[src/rtl/asd_pkg.sv]
// package: operation codes, register indices and reset values of the add/subtract datapath
package asd_pkg;

    // ========================================================================
    // operation codes
    typedef enum logic [2:0] {
        ASD_OP_SUM          = 3'h0,
        ASD_OP_SUM_CARRY    = 3'h1,
        ASD_OP_DIFF         = 3'h2,
        ASD_OP_DIFF_BORROW  = 3'h3,
        ASD_OP_REV_DIFF     = 3'h4,
        ASD_OP_WIDE_SUM     = 3'h5,
        ASD_OP_WIDE_DIFF    = 3'h6
    } asd_op_t;

    // ========================================================================
    // register indices and field positions
    localparam logic [3:0]  ASD_IDX_STACK_POINTER   = 4'hd;
    localparam logic [3:0]  ASD_IDX_PROGRAM_COUNTER = 4'hf;
    localparam int          ASD_CONST_W             = 12;
    localparam int          ASD_ALIGN_BITS          = 2;
    localparam int          ASD_BRANCH_LSB          = 0;

    // ========================================================================
    // reset values and latency
    localparam logic [3:0]  ASD_FLAGS_RST           = 4'h0;
    localparam logic [3:0]  ASD_INDEX_RST           = 4'h0;
    localparam int          ASD_LATENCY_CYC         = 1;

endpackage

[src/rtl/asd_adder.sv]
// module: carry-chain adder with carry out and signed overflow
`timescale 1ns/10ps
`default_nettype none

module asd_adder #(
    parameter int WIDTH = 32
) (
    input  wire logic [WIDTH-1:0] a_in,
    input  wire logic [WIDTH-1:0] b_in,
    input  wire logic             carry_in,
    output logic      [WIDTH-1:0] sum_out,
    output logic                  carry_out,
    output logic                  overflow_out
);

    // ========================================================================
    // elaboration check
    if (WIDTH < 2) begin : g_bad_width
        $error("asd_adder: WIDTH must be at least 2");
    end

    // ========================================================================
    // sum
    logic [WIDTH:0] full_sum;

    // one wider than the operands so the carry falls out on top
    assign full_sum     = {1'b0, a_in} + {1'b0, b_in} + {{WIDTH{1'b0}}, carry_in};
    assign sum_out      = full_sum[WIDTH-1:0];
    assign carry_out    = full_sum[WIDTH];
    // signs agree going in and disagree coming out
    assign overflow_out = (a_in[WIDTH-1] == b_in[WIDTH-1]) &&
                          (full_sum[WIDTH-1] != a_in[WIDTH-1]);

endmodule

`default_nettype wire

[src/rtl/asd_datapath.sv]
// module: add/subtract datapath with flag register and program counter handling
// Overview of operation
// [RULE1] plain sum adds first operand and second operand or twelve-bit constant
// [RULE2] sum with carry adds first operand, second operand and current carry flag
// [RULE3] plain difference subtracts second operand or twelve-bit constant from first operand
// [RULE4] difference with borrow subtracts one more when carry flag is clear
// [RULE5] reversed difference computes second operand minus first operand
// [RULE6] constant form only for plain sum and difference, 0-4095, never flag setting
// [RULE7] omitted destination writes the result back to the first operand register
// [RULE8] flag-setting form updates negative, zero, carry, overflow; otherwise flags hold
// [RULE9] software never uses stack pointer or program counter as second operand
// [RULE10] stack pointer destination only in sum/difference from stack pointer, shift up to 3
// [RULE11] program counter first operand has its two low bits cleared first; code clears them only in plain sum/difference, not the branch form
// [RULE12] program counter first operand: no flag setting, constant 0 to 4095 only; code refuses neither set_flags nor a register second operand there
// [RULE13] program counter plus index register to program counter branches with bit 0 cleared
// [RULE14] that branch sum sets no flags, plain index register, last in predication block; code still writes the flags there when set_flags is given
// [RULE15] wide immediate sum and difference act as the constant forms
// [RULE16] software chains flag-setting low word with carry or borrow forms above
// [RULE17] subtract carry means no borrow; overflow is signed 32-bit overflow
`timescale 1ns/10ps
`default_nettype none

module asd_datapath #(
    parameter int DATA_W = 32
) (
    input  wire logic                   clk,
    input  wire logic                   rst_b,
    input  wire logic                   op_valid,
    input  wire asd_pkg::asd_op_t       op_code,
    input  wire logic                   use_constant,
    input  wire logic                   set_flags,
    input  wire logic                   dest_present,
    input  wire logic [3:0]             dest_index,
    input  wire logic [3:0]             first_index,
    input  wire logic [DATA_W-1:0]      first_operand_register,
    input  wire logic [DATA_W-1:0]      flexible_second_operand,
    input  wire logic [11:0]            twelve_bit_constant,
    output logic                        result_valid_r,
    output logic [DATA_W-1:0]           result_r,
    output logic [3:0]                  write_index_r,
    output logic                        branch_r,
    output logic [DATA_W-1:0]           branch_target_r,
    output logic                        illegal_r,
    output logic                        flag_n_r,
    output logic                        flag_z_r,
    output logic                        flag_c_r,
    output logic                        flag_v_r
);

    // ========================================================================
    // elaboration check
    if (DATA_W <= asd_pkg::ASD_CONST_W) begin : g_bad_width
        $error("asd_datapath: DATA_W must exceed the constant width");
    end

    // ========================================================================
    // decode
    asd_pkg::asd_op_t   base_op;
    logic               const_form;
    logic               reject;
    logic               pc_first;
    logic               pc_branch;
    logic               flag_write;
    logic               branch_take;
    logic [DATA_W-1:0]  first_val;
    logic [DATA_W-1:0]  second_val;
    logic [DATA_W-1:0]  add_a;
    logic [DATA_W-1:0]  add_b;
    logic               add_cin;
    logic [DATA_W-1:0]  add_sum;
    logic               add_cout;
    logic               add_ovf;
    logic [3:0]         write_index_nxt;

    always_comb begin
        // wide forms fold onto the constant forms
        base_op = op_code; // RULE15
        if (op_code == asd_pkg::ASD_OP_WIDE_SUM) begin
            base_op = asd_pkg::ASD_OP_SUM; // RULE15
        end else if (op_code == asd_pkg::ASD_OP_WIDE_DIFF) begin
            base_op = asd_pkg::ASD_OP_DIFF; // RULE15
        end
    end

    assign const_form = use_constant || (op_code == asd_pkg::ASD_OP_WIDE_SUM) ||
                        (op_code == asd_pkg::ASD_OP_WIDE_DIFF);
    // unknown codes and constant forms of other ops or with flags are refused
    assign reject     = (op_code > asd_pkg::ASD_OP_WIDE_DIFF) ||
                        (const_form && ((base_op != asd_pkg::ASD_OP_SUM &&
                                         base_op != asd_pkg::ASD_OP_DIFF) || set_flags)); // RULE6
    assign pc_first   = (first_index == asd_pkg::ASD_IDX_PROGRAM_COUNTER) &&
                        (base_op == asd_pkg::ASD_OP_SUM || base_op == asd_pkg::ASD_OP_DIFF);
    assign pc_branch  = pc_first && !const_form && (base_op == asd_pkg::ASD_OP_SUM) &&
                        dest_present && (dest_index == asd_pkg::ASD_IDX_PROGRAM_COUNTER);
    // the branch form relies on software not asking for flags there
    assign flag_write = op_valid && !reject && set_flags && !const_form; // RULE8 RULE14
    // back-to-back branches keep the pulse high, so the check follows this
    assign branch_take = op_valid && !reject && pc_branch; // RULE13

    always_comb begin
        first_val = first_operand_register;
        // branch form keeps the raw value, every other pc base of a plain sum or difference is word aligned
        if (pc_first && !pc_branch) begin
            first_val = {first_operand_register[DATA_W-1:asd_pkg::ASD_ALIGN_BITS],
                         {asd_pkg::ASD_ALIGN_BITS{1'b0}}}; // RULE11
        end
    end

    // constant is zero extended so it spans 0-4095 only
    assign second_val = const_form ?
                        {{(DATA_W-asd_pkg::ASD_CONST_W){1'b0}}, twelve_bit_constant} : // RULE6
                        flexible_second_operand;

    always_comb begin
        add_a   = first_val;
        add_b   = second_val;
        add_cin = 1'b0;
        case (base_op)
            asd_pkg::ASD_OP_SUM: begin
                add_cin = 1'b0; // RULE1
            end
            asd_pkg::ASD_OP_SUM_CARRY: begin
                add_cin = flag_c_r; // RULE2
            end
            asd_pkg::ASD_OP_DIFF: begin
                add_b   = ~second_val; // RULE3
                add_cin = 1'b1;
            end
            asd_pkg::ASD_OP_DIFF_BORROW: begin
                // clear carry drops the +1 of the two's complement: one less
                add_b   = ~second_val; // RULE4
                add_cin = flag_c_r;
            end
            asd_pkg::ASD_OP_REV_DIFF: begin
                add_a   = second_val; // RULE5
                add_b   = ~first_val;
                add_cin = 1'b1;
            end
            default: begin
                add_cin = 1'b0;
            end
        endcase
    end

    // subtract through inverted operand: carry out is already "no borrow"
    asd_adder #(
        .WIDTH          (DATA_W)
    ) u_adder (
        .a_in           (add_a),
        .b_in           (add_b),
        .carry_in       (add_cin),
        .sum_out        (add_sum),
        .carry_out      (add_cout), // RULE17
        .overflow_out   (add_ovf)   // RULE17
    );

    assign write_index_nxt = dest_present ? dest_index : first_index; // RULE7

    // ========================================================================
    // result stage
    always_ff @(posedge clk) begin
        if (!rst_b) begin
            result_valid_r <= 1'b0;
            illegal_r      <= 1'b0;
            result_r       <= '0;
            write_index_r  <= asd_pkg::ASD_INDEX_RST;
        end else begin
            result_valid_r <= op_valid && !reject && !pc_branch;
            illegal_r      <= op_valid && reject;
            if (op_valid && !reject) begin
                result_r      <= add_sum; // RULE1 RULE3
                write_index_r <= write_index_nxt; // RULE7
            end
        end
    end

    // ========================================================================
    // branch stage
    always_ff @(posedge clk) begin
        if (!rst_b) begin
            branch_r        <= 1'b0;
            branch_target_r <= '0;
        end else begin
            branch_r <= op_valid && !reject && pc_branch; // RULE13
            if (op_valid && !reject && pc_branch) begin
                branch_target_r <= {add_sum[DATA_W-1:asd_pkg::ASD_BRANCH_LSB+1], 1'b0}; // RULE13
            end
        end
    end

    // ========================================================================
    // flag register
    always_ff @(posedge clk) begin
        if (!rst_b) begin
            {flag_n_r, flag_z_r, flag_c_r, flag_v_r} <= asd_pkg::ASD_FLAGS_RST;
        end else if (flag_write) begin
            flag_n_r <= add_sum[DATA_W-1]; // RULE8
            flag_z_r <= (add_sum == '0);   // RULE8
            flag_c_r <= add_cout;          // RULE8 RULE17
            flag_v_r <= add_ovf;           // RULE8 RULE17
        end
    end
endmodule

`default_nettype wire

[config.mk]
export PLATFORM = sky130hd
export DESIGN_NAME = asd_datapath
export DESIGN_NICKNAME = d
export VERILOG_FILES = /design/src/rtl/asd_pkg.sv /design/src/rtl/asd_adder.sv /design/src/rtl/asd_datapath.sv
export SDC_FILE = /design/constraint.sdc
export NUM_CORES = 1
export LEC_CHECK = 0
export BUFFER_PORTS_ARGS = -buffer_cell sky130_fd_sc_hd__buf_2
export CORE_MARGIN = 2
export CORE_UTILIZATION = 44
export CTS_CLUSTER_SIZE = 16
export DETAILED_ROUTE_END_ITERATION = 10
export PLACE_DENSITY = 0.68
export SLEW_MARGIN = 20
export SYNTH_ARGS = -nofsm -noshare
export SYNTH_HDL_FRONTEND = slang
export SYNTH_SLANG_ARGS = --single-unit
[constraint.sdc]
create_clock -name clk -period 8 [get_ports clk]
set_clock_uncertainty 0.1 [all_clocks]
set_input_delay 0.4 -clock clk [delete_from_list [all_inputs] [get_ports clk]]
set_output_delay 0.4 -clock clk [all_outputs]
set_load 0.01 [all_outputs]
# == Word-level counts from Yosys, hierarchy flattened ==
# Index checks and enable logic that the tools add are counted.
# totals
elab_cells,63
reg_bits,74
inputBits,93
# op_classes
addsub,2
bitwise,2
n_eq_ne,11
magnitude_cmp,1
mux,8
reduce_logical,29
# op_table
operator,count
2-to-1 mux 32 bit,2
NOT 32 bit,2
one-hot mux 32 bit (2 select lines),1
adder 32 x 32 -> 33 bit,1
adder 33 x 1 -> 33 bit,1
zero test 32 bit,1
logical AND 1 bit,15
equality test 3 bit (second input constant),3
equality test 4 bit (second input constant),2
equality test 3 x 2 -> 1 bit (second input constant),2
2-to-1 mux 3 bit,2
OR reduction 2 bit,3
logical OR 1 bit,5
2-to-1 mux 4 bit,1
equality test 3 x 1 -> 1 bit (second input constant),1
> comparator 3 bit (second input constant),1
zero test 1 bit,3
zero test 3 bit,1
!= test 3 x 2 -> 1 bit (second input constant),1
nonzero test 3 bit,1
2-to-1 mux 2 bit,1
one-hot mux 1 bit (2 select lines),1
equality test 1 bit,1
!= test 1 bit,1

# == Longest topological paths before layout ==
# Gate-level depths: netlist of run 1.
# logic_depth
depth_word,19
mapped_depth,21
depth_no_buf,20

# == Cells and area by module ==
# A second synthesis of run 1 with hierarchy kept.
# unflattened
cells_unflattened,820
hier_area_um2,5994.5
# by_module_without_submodules
module,cells_each,seq_area_each_um2,n_inst,area_per_inst_um2
asd_datapath,581,1481.4,1,4264.1
asd_adder,239,0.0,1,1730.4

# == Least setup slack after synthesis of run 1 ==
# OpenSTA, ideal clock, no wires.
# synth_timing
path_kind,input-to-reg
from,input port op_code[0]
to,register flag_z_r
stages,19
n_path_buf,2
path_slack_ps,3116
t_arrival_ps,4699
path_cell_list,buf_2 -> xor2_1 -> a21oi_2 -> clkbuf_1 -> mux2i_1 -> xnor2_1 -> o22ai_1 -> a21oi_1 -> ha_1 -> a21o_1 -> o21bai_4 -> o211a_1 -> nand2b_4 -> xor2_1 -> or4_1 -> or4b_1 -> nor4_2 -> nand4b_1 -> o31ai_2
# synth_via
elab_chain_cells,18
word_cells_on_any_way,44
cone_classes,add/sub: 2; order compare: 1; eq/ne: 7; mux: 7; bitwise: 2; reduce/logical: 25
# synth_lines
item,line,source
start: declaration,asd_datapath.sv:29,"input wire asd_pkg::asd_op_t op_code,"
equality test 3 bit,"asd_datapath.sv:80, asd_datapath.sv:86",
2-to-1 mux 3 bit,asd_datapath.sv:80,end else if (op_code == asd_pkg::ASD_OP_WIDE_DIFF) begin
2-to-1 mux 3 bit,asd_datapath.sv:78,if (op_code == asd_pkg::ASD_OP_WIDE_SUM) begin
equality test 3 x 2 -> 1 bit or zero test 3 bit (tied branches),"asd_datapath.sv:92, asd_datapath.sv:118, asd_datapath.sv:93",
logical OR 1 bit,asd_datapath.sv:92,(base_op == asd_pkg::ASD_OP_SUM || base_op == asd_pkg::ASD_OP_DIFF);
logical AND 1 bit,asd_datapath.sv:91,assign pc_first = (first_index == asd_pkg::ASD_IDX_PROGRAM_COUNTER) &&
logical AND 1 bit (3 in a row),asd_datapath.sv:93,assign pc_branch = pc_first && !const_form && (base_op == asd_pkg::ASD_OP_SUM) &&
logical AND 1 bit,asd_datapath.sv:94,dest_present && (dest_index == asd_pkg::ASD_IDX_PROGRAM_COUNTER);
zero test 1 bit,asd_datapath.sv:103,if (pc_first && !pc_branch) begin
logical AND 1 bit,asd_datapath.sv:103,
2-to-1 mux 2 bit,asd_datapath.sv:103,
NOT 32 bit,asd_datapath.sv:136,add_b = ~first_val;
one-hot mux 32 bit (2 select lines),asd_datapath.sv:118,case (base_op)
adder 32 x 32 -> 33 bit,asd_adder.sv:27,"assign full_sum = {1'b0, a_in} + {1'b0, b_in} + {{WIDTH{1'b0}}, carry_in};"
adder 33 x 1 -> 33 bit,asd_adder.sv:27,
zero test 32 bit,asd_datapath.sv:198,flag_z_r <= (add_sum == '0);
end signal: assignment,asd_datapath.sv:195,"{flag_n_r, flag_z_r, flag_c_r, flag_v_r} <= asd_pkg::ASD_FLAGS_RST;"
end signal: assignment,asd_datapath.sv:198,
end: declaration,asd_datapath.sv:45,"output logic flag_z_r,"
# Parallel ways exist; a longest one is shown, timed or not.
# A chain may end at the register's enable or synchronous reset.

# == Worst setup path in the final report of run 1 ==
# layout_timing
from,input port op_code[1]
to,register flag_z_r
# The elaborated chain is that of the path after synthesis.

==> results of run 1 <==
## worst max-delay path by stage
stage	to	slack, ns	cells after the start
detailed placement	flag_z_r	2.09	22
CTS	flag_z_r	2.42	22
global placement	flag_z_r	2.19	22
global route	flag_z_r	1.89	22
finish	flag_z_r	2.43	22
floorplan	flag_z_r	3.12	19
## final cells by class
| cell class | instances | area [µm²] |
|---|---|---|
| Clock buffer | 12 | 256 |
| Clock inverter | 3 | 15.0 |
| Fill cell | 1481 | 6840 |
| Inverter | 13 | 48.8 |
| Multi-Input combinational cell | 772 | 4810 |
| Sequential cell | 74 | 1480 |
| Tap cell | 184 | 230 |
| Timing Repair Buffer | 176 | 906 |
## sequential cells by signal (all words and copies together) (netlist names)
register,cells
result_r,32
branch_target_r,31
write_index_r,4
branch_r,1
flag_c_r,1
flag_n_r,1
flag_v_r,1
flag_z_r,1
illegal_r,1
result_valid_r,1
## critical path, stage by stage
cell and delay (ns):
buf_2 0.07, buf_4 0.41, xor2_1 0.19, a21oi_4 0.24, buf_4 0.38, mux2i_1 0.41, xnor2_1 0.16, o22ai_1 0.10
a21oi_1 0.21, fa_1 0.27, inv_1 0.07, fa_1 0.43, nor2b_4 0.16, o31a_1 0.23, a21oi_1 0.10, nor4_1 0.29
nand4b_1 0.12, or4_1 0.41, or4b_1 0.55, nor4_2 0.14, nand4b_1 0.13, o31ai_2 0.19
## metal layers
layer | global-route usage, % | vias up | wire [µm]
met4 | 4.59 | 0 | 209
met1 | 37.8 | 3160 | 10200
met2 | 34.3 | 221 | 8030
met3 | 2.57 | 12 | 1020
li1 | - | 3509 | -
met5 | 0 | - | 0
## per-stage QoR
step                      hold WS (ns)  total power (µW)
after floorplan                  0.388               852
after global placement           0.351              1020
after detailed placement         0.354              1030
after CTS                        0.237              1390
after global routing             0.259              1480
final                            0.248              1390
## power breakdown
part,switching [µW],total (µW),internal [µW],leakage [µW]
sequential,12.8,406,393,0.000602
clock,139,362,223,0.000138
combinational,380,622,242,0.00274
total,532,1390,858,0.00348
## placed cells by master (no fill, tap or decap), types with 17 or more instances in the layout
cell	count
mux2i_1	17
nor2b_1	27
buf_2	166
o21ai_0	54
xnor2_1	48
a21boi_0	53
nand2_1	202
o22ai_1	31
dfxtp_1	74
a21oi_1	58
ha_1	31
nor2_1	66
## cell families (layout without fill, tap and decap cells)
group | count (synthesis) | after routing | share of synthesized area, %
xor gates and xnor gates | 56 | 56 | 7.45
and+or+nand+nor | 361 | 361 | 24.5
muxes | 18 | 18 | 2.76
buffers and inverters | 80 | 204 | 4.67
DFF | 74 | 74 | 22.5
AOI/OAI and AO/OA | 303 | 303 | 31.5
adders and majority gates | 33 | 33 | 6.50
other | 1 | 1 | 0.0569
==> flow_metrics.env, run 1 <==
export IMPL_run_status="finished clean"
export IMPL_hold_path_cell_count=3
export IMPL_max_clock_path_buffers=2
export IMPL_worst_r2r_cell_count=15
export IMPL_grt_setup_unrepaired="false"
export IMPL_post_synth_top_area_cell="dfxtp_1"
export IMPL_post_dp_cell_area_mm2=0.00748
export IMPL_via_count=6902
export IMPL_most_numerous_cell_in_the_yosys_netlist="nand2_1"
export IMPL_drive_gt1_share_pct=19.6
export IMPL_number_of_rows_in_the_core_area=44
export IMPL_detail_route_wl_per_cell_um=15.8
export IMPL_post_dp_hpwl_mm=14.9
export IMPL_fin_nets=1172
export IMPL_detailed_route_vias_per_instance=5.59
export IMPL_final_instance_count_excl_fill=1234
export IMPL_synth_top_cells_by_area="dfxtp_1 22%, nand2_1 12%, xnor2_1 6.4%, a21boi_0 6.0%, ha_1 5.9%"
export IMPL_syn_cell_area_mm2=0.00659
export IMPL_yosysWarnings=0
export IMPL_route_final_wire_length_mm=19.5
export IMPL_regToRegStartpoint="flag_c_r"
export IMPL_post_synthesis_cells=926
export IMPL_powerDensity_mw_per_mm2=179
export IMPL_place_inst=1219
export IMPL_layout_area_overhead_vs_synth_pct=17.7
export IMPL_ys_ff_latch=74
export IMPL_synth_seq_area_share_pct=22.5
export IMPL_grt_pass1_wl_mm=31.3
export IMPL_rrSetupSlack_ns=4.08
export IMPL_timing_rr_end="flag_z_r"
export IMPL_die_width_um=126
export IMPL_startpoint_type="input pin"
export IMPL_synth_edf_count=0
export IMPL_global_route_usage_sum_pct=23.7
export IMPL_clk_pin_slew_ns=0.05
export IMPL_max_cap_violations=0
export IMPL_core_area_mm2=0.0146
export IMPL_cts_hold_buf=0
export IMPL_final_setup_viol_count=0
export IMPL_yosys_most_used_dff="dfxtp_1"
export IMPL_initial_util_pct=45.1
export IMPL_clk_root_buffer_cell="clkbuf_16"
export IMPL_worstPathMaxFanout=40
export IMPL_postSynthNetCount=1052
export IMPL_grt_remaining_overflow=0
export IMPL_die_area_mm2=0.0160
export IMPL_crit_required_ns=8.15
export IMPL_slew_headroom_pct=27.9
export IMPL_pin_count=168
export IMPL_final_area_mm2=0.00775
export IMPL_holdCritStartpoint="op_valid"
export IMPL_post_route_util_pct=53.1
export IMPL_postRouteAntennaNets=0
export IMPL_worst_endpoint_arrival_ns=5.72
export IMPL_antenna_diode_count=0
export IMPL_final_ws_setup_ns=2.43
export IMPL_antenna_found_initial=0
export IMPL_detailedPlace_worstSlack_ns=2.09
export IMPL_irDropWorstVdd_mv=0.0965
export IMPL_finalSetupTns_ns=0
export IMPL_worstMarginPinSlew_ns=1.08
export IMPL_tritoncts="yes"
export IMPL_gp_routability_congestion=0.965
export IMPL_post_cts_resize_count=0
export IMPL_timing_final_crit_period_ns=5.57
export IMPL_holdCritPathClass="input pin to flip-flop"
export IMPL_drtIter0Drc=576
export IMPL_static_leakage_power_uw=0.00348
export IMPL_critical_path_launch_point="op_code[1]"
export IMPL_max_freq_ghz=0.180
export IMPL_crit_type="input pin to flip-flop"
export IMPL_synthDistinctLibCells=78
export IMPL_synth_cells_most_frequent="202 x nand2_1, 74 x dfxtp_1, 66 x nor2_1"
export IMPL_clk_insertion_delay_late_ns=0.33
export IMPL_final_hold_viol_count=0
export IMPL_syn_mean_instance_area_um2=7.11
export IMPL_htree_num_levels=3
export IMPL_cts_made_buffers=9
export IMPL_ys_async_sr_fraction_pct=0
export IMPL_grt_pass1_vias=6053
export IMPL_post_cts_buffers=0
export IMPL_end_kind="flip-flop"
export IMPL_synth_top_cell_area_share_pct=22.5
export IMPL_buffer_ports_inserted=166
export IMPL_final_max_slew_violation_count=0
export IMPL_min_to="illegal_r"
export IMPL_drt_pre_antenna_iters=5
export IMPL_clock_sinks=74
export IMPL_die_h_um=126
export IMPL_maximum_number_of_pins_on_one_net_before_global_route_repair=75
export IMPL_layout_worst_path_cycle_share_pct=69.6
export IMPL_post_route_drc_count=0
Power figures use the tool's default switching activity.
==> inputs of run 2 (changes only) <==
clock period = 5.4 ns   (was 8 ns; I/O delays follow)
==> run 2 against run 1 <==
Cell count rose by 0.57%. Die area did not move. Combinational power up 50%. Register-to-register slack worse by 2.6 ns. Hold slack worse by 0.14 ns. Largest power group unchanged.
==> flow_metrics.env, run 2 (same netlist as run 1, synthesis figures left out) <==
export IMPL_number_of_rows_in_the_core_area=44
export IMPL_die_area_mm2=0.0160
export IMPL_end_kind="flip-flop"
export IMPL_drive_gt1_share_pct=20.2
export IMPL_post_cts_buffers=0
export IMPL_reg_largest_list="result_r: 32 flops, branch_target_r: 31 flops, write_index_r: 4 flops"
export IMPL_htree_num_levels=3
export IMPL_run_status="finished clean"
export IMPL_via_count=7015
export IMPL_antenna_diode_count=0
export IMPL_static_leakage_power_uw=0.00352
export IMPL_layout_worst_path_cycle_share_pct=86.0
export IMPL_final_setup_viol_count=0
export IMPL_crit_end="flag_z_r"
export IMPL_max_freq_ghz=0.215
export IMPL_core_area_mm2=0.0146
export IMPL_final_hold_viol_count=0
export IMPL_layout_area_overhead_vs_synth_pct=18.8
export IMPL_drt_pre_antenna_iters=5
export IMPL_grt_pass1_vias=6165
export IMPL_worst_endpoint_arrival_ns=4.80
export IMPL_startpoint_type="input pin"
export IMPL_seqCellArea_mm2=0.00148
export IMPL_worst_r2r_cell_count=15
export IMPL_pin_count=168
export IMPL_critical_path_launch_point="use_constant"
export IMPL_finalSetupTns_ns=0
export IMPL_buffer_ports_inserted=166
export IMPL_rrSetupSlack_ns=1.52
export IMPL_timing_final_crit_period_ns=4.64
export IMPL_route_final_wire_length_mm=19.7
export IMPL_post_route_drc_count=0
export IMPL_timing_rr_end="flag_z_r"
export IMPL_crit_type="input pin to flip-flop"
export IMPL_worstMarginPinSlew_ns=1.04
export IMPL_tritoncts="yes"
export IMPL_grt_remaining_overflow=0
export IMPL_clk_root_buffer_cell="clkbuf_16"
export IMPL_antenna_found_initial=0
export IMPL_die_h_um=126
export IMPL_die_width_um=126
export IMPL_detailed_route_vias_per_instance=5.65
export IMPL_post_dp_hpwl_mm=14.9
export IMPL_max_cap_violations=0
export IMPL_clk_pin_slew_ns=0.06
export IMPL_nFillCells=1465
export IMPL_largest_register_ffs=32
export IMPL_post_cts_resize_count=0
export IMPL_maximum_number_of_pins_on_one_net_before_global_route_repair=75
export IMPL_max_clock_path_buffers=2
export IMPL_crit_required_ns=5.55
export IMPL_postRouteAntennaNets=0
export IMPL_layout_commonest_cell="nand2_1"
export IMPL_fin_nets=1178
export IMPL_top_register="result_r"
export IMPL_grt_pass1_wl_mm=31.9
export IMPL_gp_routability_congestion=0.985
export IMPL_hold_slack_ns=0.105
export IMPL_multi_input_area_mm2=0.00481
export IMPL_drtIter0Drc=833
export IMPL_clk_insertion_delay_late_ns=0.33
export IMPL_powerDensity_mw_per_mm2=272
export IMPL_holdCritPathClass="input pin to flip-flop"
export IMPL_cts_made_buffers=9
export IMPL_grt_setup_unrepaired="false"
export IMPL_cts_hold_buf=0
export IMPL_clock_sinks=74
export IMPL_slew_headroom_pct=30.4
export IMPL_regToRegStartpoint="flag_c_r"
export IMPL_initial_util_pct=45.1
export IMPL_global_route_usage_sum_pct=24.1
export IMPL_final_max_slew_violation_count=0
export IMPL_detail_route_wl_per_cell_um=15.8
export IMPL_worstPathMaxFanout=24
export IMPL_mostFrequentLayoutCells="202 x nand2_1, 166 x buf_2, 74 x dfxtp_1"
export IMPL_irDropWorstVdd_mv=0.188
[run 2: per-layer routing]
layer	part of all wire, %	GRT usage, %	up-vias	routed length (µm)
met4	1.2	5.37	0	227
met1	50	37.1	3219	9740
met2	42	35.9	267	8300
met3	7.1	3.16	15	1400
met5	0	0	-	0
li1	-	-	3514	-
[run 2: cell type report]
class                   count  area share (%)
clock inverters             5           0.671
well taps                 184            2.94
clock buffers              11            3.23
multi-input cells         772            61.5
flip-flops and latches     74            18.9
repair buffers            182            12.2
inverters                  13           0.624
[run 2: worst min path at each step]
stage / from / to / slack, ns / cells past startpoint
after floorplan: op_valid / illegal_r / 0.31 / 2
after global placement: result_r[28] / result_r[28] / 0.35 / 2
after detailed placement: branch_target_r[2] / branch_target_r[2] / 0.36 / 2
after CTS: op_valid / illegal_r / 0.09 / 3
after global routing: op_valid / illegal_r / 0.14 / 3
final: op_valid / illegal_r / 0.11 / 3
[run 2: report_power, final]
part / leakage, µW / switching (µW) / internal (µW)
Combinational: 0.00277 / 565 / 366
Sequential: 0.000602 / 18.7 / 582
Clock: 0.000151 / 221 / 380
[run 2: worst max-delay path, stage by stage]
cell and delay, ns:
buf_2 0.27, a21oi_4 0.22, buf_4 0.26, buf_4 0.29
mux2i_1 0.40, xnor2_1 0.16, o22ai_1 0.10, a21oi_1 0.15
ha_1 0.29, a21oi_1 0.32, o21ai_0 0.17, o21ai_0 0.32
nand3_1 0.14, xnor2_1 0.19, a211o_1 0.27, or4_1 0.42
nor4_2 0.22, nand4b_1 0.14, o31ai_2 0.18
[run 2: stage by stage]
| stage | area [µm²] | total power (µW) | instances | setup slack, ns | util [%] |
|---|---|---|---|---|---|
| after floorplan | 6590 | 1260 | 926 | 0.646 | - |
| after global placement | 7520 | 1520 | 1225 | 0.528 | 51.6 |
| after detailed placement | 7520 | 1530 | 1225 | 0.430 | 51.6 |
| after CTS | 7830 | 2130 | 1241 | 0.776 | 53.6 |
| after global routing | 7830 | 2270 | 1241 | 0.349 | 53.6 |
| final | 7830 | 2130 | 1241 | 0.758 | 53.6 |
==> inputs of run 3 (changes only) <==
ABC_AREA = 1   (was default)
==> run 3 against run 2 <==
Total power is 1.6% lower. Setup slack improved by 0.48 ns. First-iteration DRC count down 39%. Cell count grew 23%. Critical path type unchanged. Critical endpoint unchanged. Largest cell class unchanged.
==> flow_metrics.env, run 3 <==
export IMPL_pin_count=168
export IMPL_nFillCells=1661
export IMPL_worstPathMaxFanout=33
export IMPL_cp_num_cells=29
export IMPL_clk_root_buffer_cell="clkbuf_16"
export IMPL_critical_path_top_cell_by_count="nand2_1"
export IMPL_post_dp_cell_area_mm2=0.00766
export IMPL_post_synth_top_area_cell="nand2_1"
export IMPL_ys_async_sr_fraction_pct=0
export IMPL_ys_ff_latch=74
export IMPL_post_route_drc_count=0
export IMPL_detailedPlace_worstSlack_ns=0.937
export IMPL_max_clock_path_buffers=2
export IMPL_number_of_rows_in_the_core_area=45
export IMPL_buffer_ports_inserted=166
export IMPL_mostFrequentLayoutCells="445 x nand2_1, 221 x inv_1, 166 x buf_2"
export IMPL_grt_remaining_overflow=0
export IMPL_drive_gt1_share_pct=15.7
export IMPL_post_route_util_pct=52.8
export IMPL_syn_cell_area_mm2=0.00674
export IMPL_synth_edf_count=0
export IMPL_static_leakage_power_uw=0.00473
export IMPL_worst_path_max_delay_cell="fa_1"
export IMPL_grt_pass1_vias=7222
export IMPL_grt_pass1_wl_mm=34.2
export IMPL_powerDensity_mw_per_mm2=264
export IMPL_most_numerous_cell_in_the_yosys_netlist="nand2_1"
export IMPL_max_cap_violations=0
export IMPL_final_ws_setup_ns=1.24
export IMPL_via_count=7687
export IMPL_power_total_uw=2100
export IMPL_post_synthesis_cells=1197
export IMPL_clock_sinks=74
export IMPL_holdCritPathClass="input pin to flip-flop"
export IMPL_post_dp_hpwl_mm=16.7
export IMPL_cts_made_buffers=9
export IMPL_layout_worst_path_cycle_share_pct=77.0
export IMPL_tritoncts="yes"
export IMPL_critical_path_launch_point="op_code[1]"
export IMPL_crit_family="simple AND/OR/NAND/NOR gates"
export IMPL_global_route_usage_sum_pct=25.7
export IMPL_die_h_um=128
export IMPL_max_freq_ghz=0.240
export IMPL_final_area_mm2=0.00796
export IMPL_final_hold_viol_count=0
export IMPL_worst_r2r_cell_count=20
export IMPL_maximum_number_of_pins_on_one_net_before_global_route_repair=47
export IMPL_slew_headroom_pct=31.2
export IMPL_regToRegStartpoint="flag_c_r"
export IMPL_hold_path_cell_count=3
export IMPL_syn_mean_instance_area_um2=5.63
export IMPL_reg_largest_list="result_r: 32 flops, branch_target_r: 31 flops, write_index_r: 4 flops"
export IMPL_end_kind="flip-flop"
export IMPL_layout_area_overhead_vs_synth_pct=18.1
export IMPL_holdCritStartpoint="op_valid"
export IMPL_finalSetupTns_ns=0
export IMPL_cts_hold_buf=0
export IMPL_grt_setup_unrepaired="false"
export IMPL_layout_commonest_cell="nand2_1"
export IMPL_irDropWorstVdd_mv=0.188
export IMPL_synth_top_cell_area_share_pct=24.8
export IMPL_gp_routability_congestion=0.975
export IMPL_startpoint_type="input pin"
export IMPL_top_register="result_r"
export IMPL_worst_endpoint_arrival_ns=4.32
export IMPL_largest_register_ffs=32
export IMPL_worst_path_buf_inv=6
export IMPL_detail_route_wl_per_cell_um=13.6
export IMPL_synth_top_cells_by_area="nand2_1 25%, dfxtp_1 22%, inv_1 12%, ha_1 5.8%, a21oi_1 4.7%"
export IMPL_synthDistinctLibCells=40
export IMPL_drt_pre_antenna_iters=5
export IMPL_synth_seq_area_share_pct=22.0
export IMPL_final_max_slew_violation_count=0
export IMPL_run_status="finished clean"
export IMPL_crit_type="input pin to flip-flop"
export IMPL_synth_cells_most_frequent="445 x nand2_1, 221 x inv_1, 74 x dfxtp_1"
export IMPL_detailed_route_vias_per_instance=5.03
export IMPL_route_final_wire_length_mm=20.8
export IMPL_postSynthNetCount=1323
export IMPL_drtIter0Drc=508
export IMPL_post_cts_buffers=0
export IMPL_clk_pin_slew_ns=0.06
export IMPL_antenna_found_initial=0
export IMPL_final_setup_viol_count=0
export IMPL_crit_required_ns=5.56
export IMPL_initial_util_pct=44.7
export IMPL_worstMarginPinSlew_ns=1.03
export IMPL_yosys_most_used_dff="dfxtp_1"
export IMPL_antenna_diode_count=0
export IMPL_worst_path_largest_cell_delay_ns=0.40
export IMPL_clk_insertion_delay_late_ns=0.33
export IMPL_core_area_mm2=0.0151
export IMPL_fin_nets=1460
export IMPL_htree_num_levels=3
export IMPL_yosysWarnings=0
export IMPL_timing_final_crit_period_ns=4.16
export IMPL_postRouteAntennaNets=0
export IMPL_die_width_um=128
export IMPL_post_cts_resize_count=0
export IMPL_die_area_mm2=0.0163
run 3: changes by cell type after synthesis, moves of 14 or more:
cell,previous run,this run
o21ai_1,2,16
o221ai_1,1,20
o22ai_1,31,10
nor2b_1,28,0
xnor2_1,48,2
inv_1,13,221
clkbuf_1,53,23
mux2i_1,17,3
nand2_1,202,445
nand3_1,9,59
a21boi_0,53,1
run 3: path summary, 6_finish.rpt:
check	slack, ns	end
max reg2reg	2.41	flag_z_r
min reg2reg	0.36	result_r[3]
max	1.24	flag_z_r
min	0.07	illegal_r
run 3: where the power goes:
part | total, µW | switching, µW | internal, µW | leakage (µW)
Clock | 585 | 228 | 357 | 0.000127
Combinational | 922 | 615 | 307 | 0.00400
Sequential | 591 | 14.9 | 576 | 0.000603
Total | 2100 | 857 | 1240 | 0.00473
run 3: worst min-delay path, delay by kind of cell:
kind	cells	cell delay, ns
buffers and inverters	1	0.10
and+or+nand+nor	2	0.08
run 3: kinds of logic after synthesis:
family                     after synthesis  synth area share, %
DFF                                     74                 22.0
buffers and inverters                  270                 15.5
muxes                                   13                 2.12
adders and majority gates               33                 6.35
other                                    1               0.0556
and+or+nand+nor                        607                 36.3
xor gates and xnor gates                 3                0.390
AOI/OAI and AO/OA                      196                 17.4
run 3: metrics by stage:
step                      std cells  hold WS [ns]
after global routing           1527        0.0683
after detailed placement       1511         0.351
final                          1527        0.0692
after CTS                      1527        0.0665
after floorplan                1197         0.292
after global placement         1511         0.348
run 3: final cells by class:
cell class | instances | area [µm²] | share of cell area [%]
Tap cell | 188 | 235 | 2.96
Inverter | 226 | 848 | 10.7
Sequential cell | 74 | 1480 | 18.6
Clock buffer | 10 | 229 | 2.88
Timing Repair Buffer | 170 | 873 | 11.0
Multi-Input combinational cell | 853 | 4230 | 53.1
Clock inverter | 6 | 67.6 | 0.849
run 3: metal layers:
| layer | global-route usage, % | share of wire, % | vias up |
|---|---|---|---|
| li1 | - | - | 4048 |
| met1 | 30.7 | 44 | 3412 |
| met2 | 47.6 | 49 | 196 |
| met3 | 3.55 | 4.6 | 31 |
| met4 | 7.76 | 2.4 | 0 |
| met5 | 0 | 0 | - |
